<file path="config.mk">
export PLATFORM = sky130hd
export DESIGN_NAME = vlan_policy_control
export DESIGN_NICKNAME = d
export VERILOG_FILES = /design/src/design/vlan_policy_pkg.sv /design/src/design/mport_map_check.sv /design/src/design/vlan_policy_control.sv
export SDC_FILE = /design/constraint.sdc
export NUM_CORES = 1
export LEC_CHECK = 0
export ABC_AREA = 1
export BUFFER_PORTS_ARGS = -buffer_cell sky130_fd_sc_hd__buf_2
export CORE_AREA = 5 5 121 123
export DETAILED_ROUTE_END_ITERATION = 8
export DIE_AREA = 0 0 126 128
export GPL_ROUTABILITY_DRIVEN = 0
export PLACE_DENSITY_LB_ADDON = 0.1
export SKIP_CTS_REPAIR_TIMING = 1
export SYNTH_ARGS = -nofsm -noshare
export SYNTH_HDL_FRONTEND = slang
export SYNTH_SLANG_ARGS = --single-unit
</file>
<file path="constraint.sdc">
create_clock -name core_clk -period 4.78 [get_ports core_clk]
set_clock_uncertainty 0.2 [all_clocks]
set_input_delay 0.717 -clock core_clk [delete_from_list [all_inputs] [get_ports core_clk]]
set_output_delay 0.717 -clock core_clk [all_outputs]
set_load 0.01 [all_outputs]
</file>
<file path="src/design/vlan_policy_pkg.sv">
// package: register map, field positions and reset values of the vlan policy block
package vlan_policy_pkg;

  // register indices; byte address is four times the index
  localparam logic [7:0]  CTL5_IDX         = 8'h06;
  localparam logic [7:0]  MPORT_IDX        = 8'h0a;
  localparam logic [7:0]  DT_IDX           = 8'h0c;
  localparam logic [7:0]  STAT_IDX         = 8'h0d;
  localparam logic [7:0]  DROP_CNT_IDX     = 8'h0e;
  localparam logic [7:0]  MGMT_CNT_IDX     = 8'h0f;

  // control five fields
  localparam int          CTL5_W           = 8;
  localparam int          TAG_KEEP_BIT     = 6;
  localparam int          TRUNK_BYP_BIT    = 4;
  localparam int          BAD_VID_DROP_BIT = 3;
  localparam int          ALL_ONES_FWD_BIT = 2;
  localparam int          CRC_BYP_BIT      = 0;
  localparam logic [7:0]  CTL5_RST         = 8'h10;

  // multiport map control: bit 2n forward check, bit 2n+1 untag check
  localparam int          MPORT_W          = 12;
  localparam int          MPORT_RD_W       = 16;
  localparam int          N_ENTRIES        = 6;
  localparam logic [11:0] MPORT_RST        = 12'h000;

  // double tag enable field
  localparam int          DT_W             = 2;
  localparam logic [1:0]  DT_RST           = 2'h0;
  localparam logic [1:0]  DT_ON            = 2'h1;

  // vlan id values
  localparam int          VID_W            = 12;
  localparam logic [11:0] VID_ALL_ONES     = 12'hfff;

  // status bit positions
  localparam int          STAT_DT_BIT      = 0;
  localparam int          STAT_BUSY_BIT    = 1;

  localparam int          CNT_W            = 16;
  localparam int          APB_AW           = 12;

endpackage

</file>
<file path="src/design/mport_map_check.sv">
// multiport address entry forward and untag map gating
`timescale 1ns/1ps
`default_nettype none
module mport_map_check
  import vlan_policy_pkg::*;
#(
  parameter int NPORTS = 9
) (
  input  wire logic [MPORT_W-1:0] enables,      // multiport map control bits
  input  wire logic               entry_hit,    // destination from a multiport entry
  input  wire logic [2:0]         entry_idx,    // which entry, 0 to 5
  input  wire logic               src_mgmt,     // frame came from mgmt cpu port
  input  wire logic [NPORTS-1:0]  dest_in,      // destination before vlan checks
  input  wire logic [NPORTS-1:0]  fwd_map,      // vlan table forward map
  input  wire logic [NPORTS-1:0]  untag_map,    // vlan table untag map
  output logic      [NPORTS-1:0]  dest_out,     // destination after forward check
  output logic      [NPORTS-1:0]  untag_out,    // untag map to apply
  output logic                    mport_gated   // a multiport check was applied
);

  // pick one entry's enable: odd bit untag, even bit forward
  function automatic logic entry_en(input logic [MPORT_W-1:0] en,
                                    input logic [2:0] idx,
                                    input logic untag);
    logic [3:0] pos;
    pos = {idx, untag};
    entry_en = (idx < 3'(N_ENTRIES)) ? en[pos] : 1'b0;
  endfunction

  logic fwd_chk;
  logic untag_chk;

  // mgmt port frames never take the multiport checks
  assign fwd_chk   = entry_hit && !src_mgmt && entry_en(enables, entry_idx, 1'b0);
  assign untag_chk = entry_hit && !src_mgmt && entry_en(enables, entry_idx, 1'b1);

  // without the check an entry forwards as programmed and leaves tags alone
  always_comb begin
    dest_out  = fwd_chk ? (dest_in & fwd_map) : dest_in;
    untag_out = (!entry_hit || untag_chk) ? untag_map : '0;
    mport_gated = fwd_chk || untag_chk;
  end

endmodule
`default_nettype wire

</file>
<file path="src/design/vlan_policy_control.sv">
// vlan policy control registers and per-frame forwarding decisions
//
// Notes on behaviour
// tag preserve keeps untagged frames unchanged at egress
// tag preserve ignored in double tagging mode
// trunk bypass set: mgmt directed frames skip trunks
// trunk bypass clear: mgmt directed frames trunk checked
// invalid vid drop set: unknown vid frames dropped
// invalid vid drop clear: unknown vid to mgmt
// all-ones vid forwarded when set, else dropped
// crc bypass set: mgmt port skips crc check
// odd enable bits gate entry untag map check
// even enable bits gate entry forward map check
// multiport checks never apply to mgmt port frames
// multiport control bits 15:12 read zero
// double tagging active only for field value 01
//
// The implementer's own choice: the APB register port.
`timescale 1ns/1ps
`default_nettype none
module vlan_policy_control
  import vlan_policy_pkg::*;
#(
  parameter int NPORTS   = 9,
  parameter int MGMT_BIT = 8
) (
  input  wire logic              core_clk,            // 40 mhz core clock
  input  wire logic              rst,                 // async reset, active high
  // apb slave
  input  wire logic              psel,                // apb select
  input  wire logic              penable,             // apb access phase
  input  wire logic              pwrite,              // apb direction
  input  wire logic [APB_AW-1:0] paddr,               // apb byte address
  input  wire logic [31:0]       pwdata,              // apb write data
  input  wire logic [3:0]        pstrb,               // apb byte strobes
  output logic      [31:0]       prdata,              // apb read data
  output logic                   pready,              // apb ready
  output logic                   pslverr,             // apb error, unmapped
  // frame request from the lookup stage
  input  wire logic              frm_valid,           // one frame to judge
  input  wire logic [VID_W-1:0]  frm_vid,             // frame vlan id
  input  wire logic              frm_vid_known,       // vid has a table entry
  input  wire logic              frm_arrived_tagged,  // arrived with a vlan tag
  input  wire logic              frm_src_mgmt,        // ingress is mgmt cpu port
  input  wire logic              frm_egress_directed, // mgmt frame names its egress
  input  wire logic              frm_crc_ok,          // crc of frame is good
  input  wire logic [NPORTS-1:0] frm_dest_map,        // destination from lookup
  input  wire logic              frm_mport_hit,       // destination is a multiport entry
  input  wire logic [2:0]        frm_mport_idx,       // multiport entry number
  input  wire logic [NPORTS-1:0] vt_fwd_map,          // vlan table forward map
  input  wire logic [NPORTS-1:0] vt_untag_map,        // vlan table untag map
  // decision
  output logic                   dec_valid,           // decision pulse
  output logic                   dec_drop,            // discard frame
  output logic                   dec_to_mgmt,         // sent to mgmt cpu port
  output logic      [NPORTS-1:0] dec_dest_map,        // final destination
  output logic      [NPORTS-1:0] dec_untag_map,       // egress untag map
  output logic                   dec_tag_preserve,    // egress leaves format as received
  output logic                   dec_trunk_check,     // trunk checking applies
  output logic                   dec_crc_checked,     // crc was checked
  output logic                   double_tag_operation // double tagging mode active
);

  // register state
  logic [CTL5_W-1:0]  ctl5_ff;
  logic [MPORT_W-1:0] mport_ff;
  logic [DT_W-1:0]    dt_ff;
  logic [CNT_W-1:0]   drop_cnt_ff;
  logic [CNT_W-1:0]   mgmt_cnt_ff;
  logic [31:0]        prdata_ff;
  logic               pslverr_ff;

  // decision state
  logic               dec_valid_ff;
  logic               dec_drop_ff;
  logic               dec_to_mgmt_ff;
  logic [NPORTS-1:0]  dec_dest_ff;
  logic [NPORTS-1:0]  dec_untag_ff;
  logic               dec_keep_ff;
  logic               dec_trunk_ff;
  logic               dec_crc_ff;

  // bus decode
  logic               setup_phase;
  logic               wr_take;
  logic [7:0]         reg_idx;
  logic               idx_hit;
  logic [31:0]        nxt_prdata;

  // zero wait states: the access cycle completes where it starts
  assign setup_phase = psel && !penable;
  assign wr_take     = psel && penable && pwrite;
  assign reg_idx     = paddr[9:2];

  // true for a word address that holds a register
  function automatic logic is_mapped(input logic [APB_AW-1:0] a);
    logic [7:0] i;
    i = a[9:2];
    is_mapped = (a[APB_AW-1:10] == '0) && (a[1:0] == 2'h0) &&
                (i == CTL5_IDX || i == MPORT_IDX || i == DT_IDX ||
                 i == STAT_IDX || i == DROP_CNT_IDX || i == MGMT_CNT_IDX);
  endfunction

  // one decode feeds the read mux, every write enable and the error flag
  assign idx_hit = is_mapped(paddr);

  // zero wait states; error only on an unmapped address
  assign pready  = psel && penable;
  assign pslverr = psel && penable && pslverr_ff;
  assign prdata  = prdata_ff;

  // read mux, sampled in setup so data stands through the access phase
  always_comb begin
    nxt_prdata = 32'h0000_0000;
    case (reg_idx)
      CTL5_IDX:     nxt_prdata[CTL5_W-1:0] = ctl5_ff;
      MPORT_IDX:    nxt_prdata[MPORT_RD_W-1:0] = {4'h0, mport_ff};
      DT_IDX:       nxt_prdata[DT_W-1:0] = dt_ff;
      STAT_IDX: begin
        nxt_prdata[STAT_DT_BIT]   = double_tag_operation;
        nxt_prdata[STAT_BUSY_BIT] = dec_valid_ff;
      end
      DROP_CNT_IDX: nxt_prdata[CNT_W-1:0] = drop_cnt_ff;
      MGMT_CNT_IDX: nxt_prdata[CNT_W-1:0] = mgmt_cnt_ff;
      default:      nxt_prdata = 32'h0000_0000;
    endcase
    if (!idx_hit) begin
      nxt_prdata = 32'h0000_0000;
    end
  end

  // read data and error flag latched in the setup cycle
  always_ff @(posedge core_clk or posedge rst) begin
    if (rst) begin
      prdata_ff  <= 32'h0000_0000;
      pslverr_ff <= 1'b0;
    end else if (setup_phase) begin
      prdata_ff  <= pwrite ? 32'h0000_0000 : nxt_prdata;
      pslverr_ff <= !idx_hit;
    end
  end

  // control five; reserved bits are plain storage and read back
  always_ff @(posedge core_clk or posedge rst) begin
    if (rst) begin
      ctl5_ff <= CTL5_RST; // trunk bypass comes up set
    end else if (wr_take && idx_hit && reg_idx == CTL5_IDX && pstrb[0]) begin
      ctl5_ff <= pwdata[CTL5_W-1:0];
    end
  end

  // multiport map control, two byte lanes; upper nibble is not stored
  always_ff @(posedge core_clk or posedge rst) begin
    if (rst) begin
      mport_ff <= MPORT_RST;
    end else if (wr_take && idx_hit && reg_idx == MPORT_IDX) begin
      if (pstrb[0]) begin
        mport_ff[7:0] <= pwdata[7:0];
      end
      if (pstrb[1]) begin
        mport_ff[MPORT_W-1:8] <= pwdata[MPORT_W-1:8];
      end
    end
  end

  // double tag enable field; reserved codes are stored but stay inactive
  always_ff @(posedge core_clk or posedge rst) begin
    if (rst) begin
      dt_ff <= DT_RST;
    end else if (wr_take && idx_hit && reg_idx == DT_IDX && pstrb[0]) begin
      dt_ff <= pwdata[DT_W-1:0];
    end
  end

  // reserved codes leave double tagging off rather than guess a meaning
  assign double_tag_operation = (dt_ff == DT_ON);

  // per-frame evaluation
  logic               tag_keep;
  logic               bad_vid;
  logic               all_ones;
  logic               crc_skip;
  logic               crc_bad;
  logic               nxt_drop;
  logic               nxt_to_mgmt;
  logic               nxt_keep;
  logic [NPORTS-1:0]  mp_dest;
  logic [NPORTS-1:0]  mp_untag;
  logic [NPORTS-1:0]  nxt_dest;
  logic [NPORTS-1:0]  nxt_untag;
  logic [NPORTS-1:0]  mgmt_only;

  // one-hot destination naming only the mgmt cpu port
  assign mgmt_only = NPORTS'(1) << MGMT_BIT;

  mport_map_check #(
    .NPORTS      (NPORTS)
  ) u_mport_check (
    .enables     (mport_ff),
    .entry_hit   (frm_mport_hit),
    .entry_idx   (frm_mport_idx),
    .src_mgmt    (frm_src_mgmt),
    .dest_in     (frm_dest_map),
    .fwd_map     (vt_fwd_map),
    .untag_map   (vt_untag_map),
    .dest_out    (mp_dest),
    .untag_out   (mp_untag),
    .mport_gated ()
  );

  // preserve only outside double tagging, and only for untagged arrivals
  assign tag_keep = ctl5_ff[TAG_KEEP_BIT] && !double_tag_operation;
  assign nxt_keep = tag_keep && !frm_arrived_tagged;

  // the all-ones vid has its own control, so it never counts as unknown
  assign all_ones = (frm_vid == VID_ALL_ONES);
  assign bad_vid  = !frm_vid_known && !all_ones;

  // crc skipped only at the mgmt cpu port and only when bypass is set
  assign crc_skip = frm_src_mgmt && ctl5_ff[CRC_BYP_BIT];
  assign crc_bad  = !crc_skip && !frm_crc_ok;

  // drop and redirect priority: crc, all-ones vid, unknown vid
  always_comb begin
    nxt_drop    = 1'b0;
    nxt_to_mgmt = 1'b0;
    if (crc_bad) begin
      nxt_drop = 1'b1;
    end else if (all_ones) begin
      nxt_drop = !ctl5_ff[ALL_ONES_FWD_BIT];
    end else if (bad_vid) begin
      nxt_drop    = ctl5_ff[BAD_VID_DROP_BIT];
      nxt_to_mgmt = !ctl5_ff[BAD_VID_DROP_BIT];
    end
  end

  // destination and egress untag map
  always_comb begin
    nxt_dest  = mp_dest;
    nxt_untag = mp_untag;
    if (nxt_drop) begin
      nxt_dest = '0;
    end else if (nxt_to_mgmt) begin
      nxt_dest = mgmt_only;
    end
    if (nxt_keep) begin
      nxt_untag = '0; // table untag map ignored
    end
  end

  // decision registers, one cycle after the request
  always_ff @(posedge core_clk or posedge rst) begin
    if (rst) begin
      dec_valid_ff   <= 1'b0;
      dec_drop_ff    <= 1'b0;
      dec_to_mgmt_ff <= 1'b0;
      dec_dest_ff    <= '0;
      dec_untag_ff   <= '0;
      dec_keep_ff    <= 1'b0;
      dec_trunk_ff   <= 1'b0;
      dec_crc_ff     <= 1'b0;
    end else begin
      dec_valid_ff <= frm_valid;
      if (frm_valid) begin
        dec_drop_ff    <= nxt_drop;
        dec_to_mgmt_ff <= nxt_to_mgmt;
        dec_dest_ff    <= nxt_dest;
        dec_untag_ff   <= nxt_untag;
        dec_keep_ff    <= nxt_keep;
        dec_crc_ff     <= !crc_skip;
        // mgmt directed frames skip trunks only while bypass is set
        dec_trunk_ff   <= !(frm_src_mgmt && frm_egress_directed &&
                            ctl5_ff[TRUNK_BYP_BIT]);
      end
    end
  end

  // saturating counters so a long run never wraps to a small value
  always_ff @(posedge core_clk or posedge rst) begin
    if (rst) begin
      drop_cnt_ff <= '0;
    end else if (frm_valid && nxt_drop && drop_cnt_ff != '1) begin
      drop_cnt_ff <= drop_cnt_ff + CNT_W'(1);
    end
  end

  // frames redirected to the mgmt cpu port
  always_ff @(posedge core_clk or posedge rst) begin
    if (rst) begin
      mgmt_cnt_ff <= '0;
    end else if (frm_valid && nxt_to_mgmt && mgmt_cnt_ff != '1) begin
      mgmt_cnt_ff <= mgmt_cnt_ff + CNT_W'(1);
    end
  end

  // decision outputs straight from flip-flops
  assign dec_valid        = dec_valid_ff;
  assign dec_drop         = dec_drop_ff;
  assign dec_to_mgmt      = dec_to_mgmt_ff;
  assign dec_dest_map     = dec_dest_ff;
  assign dec_untag_map    = dec_untag_ff;
  assign dec_tag_preserve = dec_keep_ff;
  assign dec_trunk_check  = dec_trunk_ff;
  assign dec_crc_checked  = dec_crc_ff;

endmodule
`default_nettype wire

</file>
==> qor.yml <==
end_kind: "flip-flop"
grt_pass1_vias: 5094
antenna_left: 0
layout-drive-gt1-share: 0.1937
setup_slack_ps: 2210
core-area_mm2: 0.01356
track_usage: 0.1981
port-buffer-count: 122
ys_top_cells_by_area: "sky130_fd_sc_hd__dfrtp_1, sky130_fd_sc_hd__nand2_1, sky130_fd_sc_hd__nand3_1"
yosys.cell_types.count: 40
setup-violations-final: 0
period_share: 0.5376
main_combinational_cell_family_by_area_after_synthesis: "simple AND/OR/NAND/NOR gates"
crit_arrival_ps: 2660
floorplan.die.width_um: 126
synth_simple_gate_area_frac: 0.3530
post_synth_inst_count: 771
dp.final_hpwl_um: 12070
timing_worst_slew_pin_value_ps: 1056
detail_route.wirelength_um: 15560
peakVddDrop_mv: 0.1335
setup_total_negative_slack_ps: 0
post_synth_instance_area_mm2: 0.005647
worst-setup-path-type: "in -> reg"
critPathMaxFanout: 21
grt_overflow: 0
cp_data_required_time_ps: 4870
synth.yosys.seq_area_share: 0.4212
synth_ff_type: "sky130_fd_sc_hd__dfrtp_1"
post-place-ws_ps: 1836
number_of_antenna_violations_at_the_first_check_in_global_routing: 0
critical_path.startpoint_type: "input port"
hold_viol: 0
routed-via-count: 5319
yosys.area.top_type: "sky130_fd_sc_hd__dfrtp_1"
drt-vias-per-instance: 4.957
nNetsFinal: 992
post_synth_xor_area_fraction: 0.03567
cts-root-to-sink-buffers: 2
synth_mux_area_frac: 0
timing.max_slew.rel_slack: 0.2959
yosys_warnings: 0
numCtsBuffers: 9
cts_tree: "built"
power_density_mw_per_mm2: 272.6
io_pins: 161
clkSlewWorstSetupHoldPaths_ps: 70
die-area_mm2: 0.01613
p_leak_nw: 3.510
adder_cell_share_of_the_synthesized_area: 0.004432
start_util: 0.4165
antenna_cells: 0
r2r_slack_ps: 2450
dr.pass1.iters: 6
std_cell_rows: 43
synth-compound-area-share: 0.08066
drt-wirelength-per-cell_um: 14.50
clock_tree.htree_level_count: 3
drc_markers: 0
synth_enable_flop_cells: 0
hp-class: "reg -> reg"
grt_pass1_wl_um: 25590
dr.first_iter.drc_count: 343
finalMaxSlewViolations: 0
syn_to_final_growth_pct: 17.33
grt_start_max_net_pins: 60
drv.max_cap_violation_count: 0
maximum_clock_rate_mhz: 389.2
result_of_the_run: "finished clean"
hold-worst-slack_ps: 279.4
synthesis.area_per_instance_um2: 7.324
cts-root-buf: "sky130_fd_sc_hd__clkbuf_16"
async_reset_ff_frac: 1.000
worst_skew_pair.late_latency_ps: 350
finalWorstPathRequiredPeriod_ps: 2570
clock_sinks: 95
dieHeight_um: 128
setup_repair_after_global_routing_missed_its_margin: "false"
yosys.area.top_type_share: 0.4166
yosys_register_bits: 95
[power by group]
| group | leakage, nW | internal [mW] | switching [mW] |
|---|---|---|---|
| logic | 2.25 | 0.0812 | 0.139 |
| clock network | 0.135 | 0.383 | 0.320 |
| registers | 1.13 | 0.842 | 0.0405 |
[synth_stat cells (4+ instances only)]
master and instances:
sky130_fd_sc_hd__xor2_1 22, sky130_fd_sc_hd__dfrtp_1 94, sky130_fd_sc_hd__nand3_1 84, sky130_fd_sc_hd__o21ai_0 36
sky130_fd_sc_hd__o21bai_1 18, sky130_fd_sc_hd__inv_1 89, sky130_fd_sc_hd__nor3_1 17, sky130_fd_sc_hd__nand3b_1 4
sky130_fd_sc_hd__a21oi_1 5, sky130_fd_sc_hd__clkbuf_1 4, sky130_fd_sc_hd__o22ai_1 4, sky130_fd_sc_hd__o21ai_1 10
sky130_fd_sc_hd__inv_2 5, sky130_fd_sc_hd__nor2_1 72, sky130_fd_sc_hd__buf_4 18, sky130_fd_sc_hd__buf_2 10
sky130_fd_sc_hd__nand2_1 227, sky130_fd_sc_hd__nand2_2 4, sky130_fd_sc_hd__nand4_1 14, sky130_fd_sc_hd__nor2_2 7
[worst max-delay path, stage by stage]
cell,delay [ps]
sky130_fd_sc_hd__buf_2,100
sky130_fd_sc_hd__inv_1,50
sky130_fd_sc_hd__nand2_1,60
sky130_fd_sc_hd__nor2_2,100
sky130_fd_sc_hd__buf_4,250
sky130_fd_sc_hd__nand2_1,380
sky130_fd_sc_hd__nand3_4,250
sky130_fd_sc_hd__nand2_1,260
sky130_fd_sc_hd__nor2_1,210
sky130_fd_sc_hd__o21ai_0,190
sky130_fd_sc_hd__nand2_1,90
[state kept, by name, indices dropped and copies added, names as in the netlist]
register          cells
dec_tag_preserve      1
dec_trunk_check       1
prdata               16
dec_crc_checked       1
mport_ff             12
pslverr_ff            1
dt_ff                 2
ctl5_ff               8
dec_dest_map          9
dec_untag_map         9
dec_valid             1
mgmt_cnt_ff          16
drop_cnt_ff          16
dec_drop              1
dec_to_mgmt           1
[placed cells by master, fill, tap and decap left out, types with 3 or more instances in the layout]
cell type / n
sky130_fd_sc_hd__nand2_1: 227
sky130_fd_sc_hd__buf_2: 122
sky130_fd_sc_hd__dfrtp_1: 94
sky130_fd_sc_hd__inv_1: 88
sky130_fd_sc_hd__nand3_1: 84
sky130_fd_sc_hd__nor2_1: 72
sky130_fd_sc_hd__o21ai_0: 36
sky130_fd_sc_hd__xor2_1: 22
sky130_fd_sc_hd__o21bai_1: 18
sky130_fd_sc_hd__nor3_1: 17
sky130_fd_sc_hd__conb_1: 16
sky130_fd_sc_hd__nand4_1: 14
sky130_fd_sc_hd__o21ai_1: 10
sky130_fd_sc_hd__clkbuf_16: 9
sky130_fd_sc_hd__nor2_2: 7
sky130_fd_sc_hd__inv_2: 5
sky130_fd_sc_hd__a21oi_1: 5
sky130_fd_sc_hd__nand2_2: 4
sky130_fd_sc_hd__nand3b_1: 4
sky130_fd_sc_hd__o22ai_1: 4
sky130_fd_sc_hd__buf_4: 3
[final cells by class]
class | count | area (µm²)
tap | 180 | 225.2
timing repair buffer | 125 | 633.1
fill | 1410 | 6933
clock buffer | 12 | 256.5
clock inverter | 4 | 28.78
inverter | 97 | 367.9
sequential | 95 | 2379
multi-input combinational | 560 | 2735
[metal layers]
layer	wire length, µm	GRT usage	vias to the layer above
li1	-	-	2661
met3	931	0.03208	30
met2	7294	0.3139	166
met5	0	0	-
met4	470	0.08454	0
met1	6863	0.2703	2462
[kinds of logic (layout without fill, tap and decap cells)]
family	after synthesis	count (layout)
other cells	1	16
xor+xnor	23	23
compound gates	77	77
fa+ha+maj	2	2
buf+inv	131	238
flops	95	95
simple gates	442	442
[path summary, 6_finish.rpt]
path	cells after the start	end	from
min in group asynchronous	2	dec_untag_map[3]	rst
worst min register to register	2	dec_dest_map[8]	dec_dest_map[8]
worst max-delay path	11	prdata[1]	paddr[6]
worst min-delay path	2	dec_dest_map[8]	dec_dest_map[8]
worst max register to register	9	drop_cnt_ff[2]	drop_cnt_ff[0]
max in group asynchronous	3	drop_cnt_ff[3]	rst
[stage by stage]
| step | utilization | std cells | power [mW] | instance area [µm²] |
|---|---|---|---|---|
| 2_1_floorplan | - | 786 | 1.037 | 5703 |
| 3_3_place_gp | 0.4676 | 1057 | 1.115 | 6340 |
| 3_5_place_dp | 0.4676 | 1057 | 1.122 | 6340 |
| 4_1_cts | 0.4886 | 1073 | 1.826 | 6625 |
| 5_1_grt | 0.4886 | 1073 | 1.890 | 6625 |
| 6_report | 0.4886 | 1073 | 1.806 | 6625 |
No activity file was read; power rests on OpenSTA's default activity.
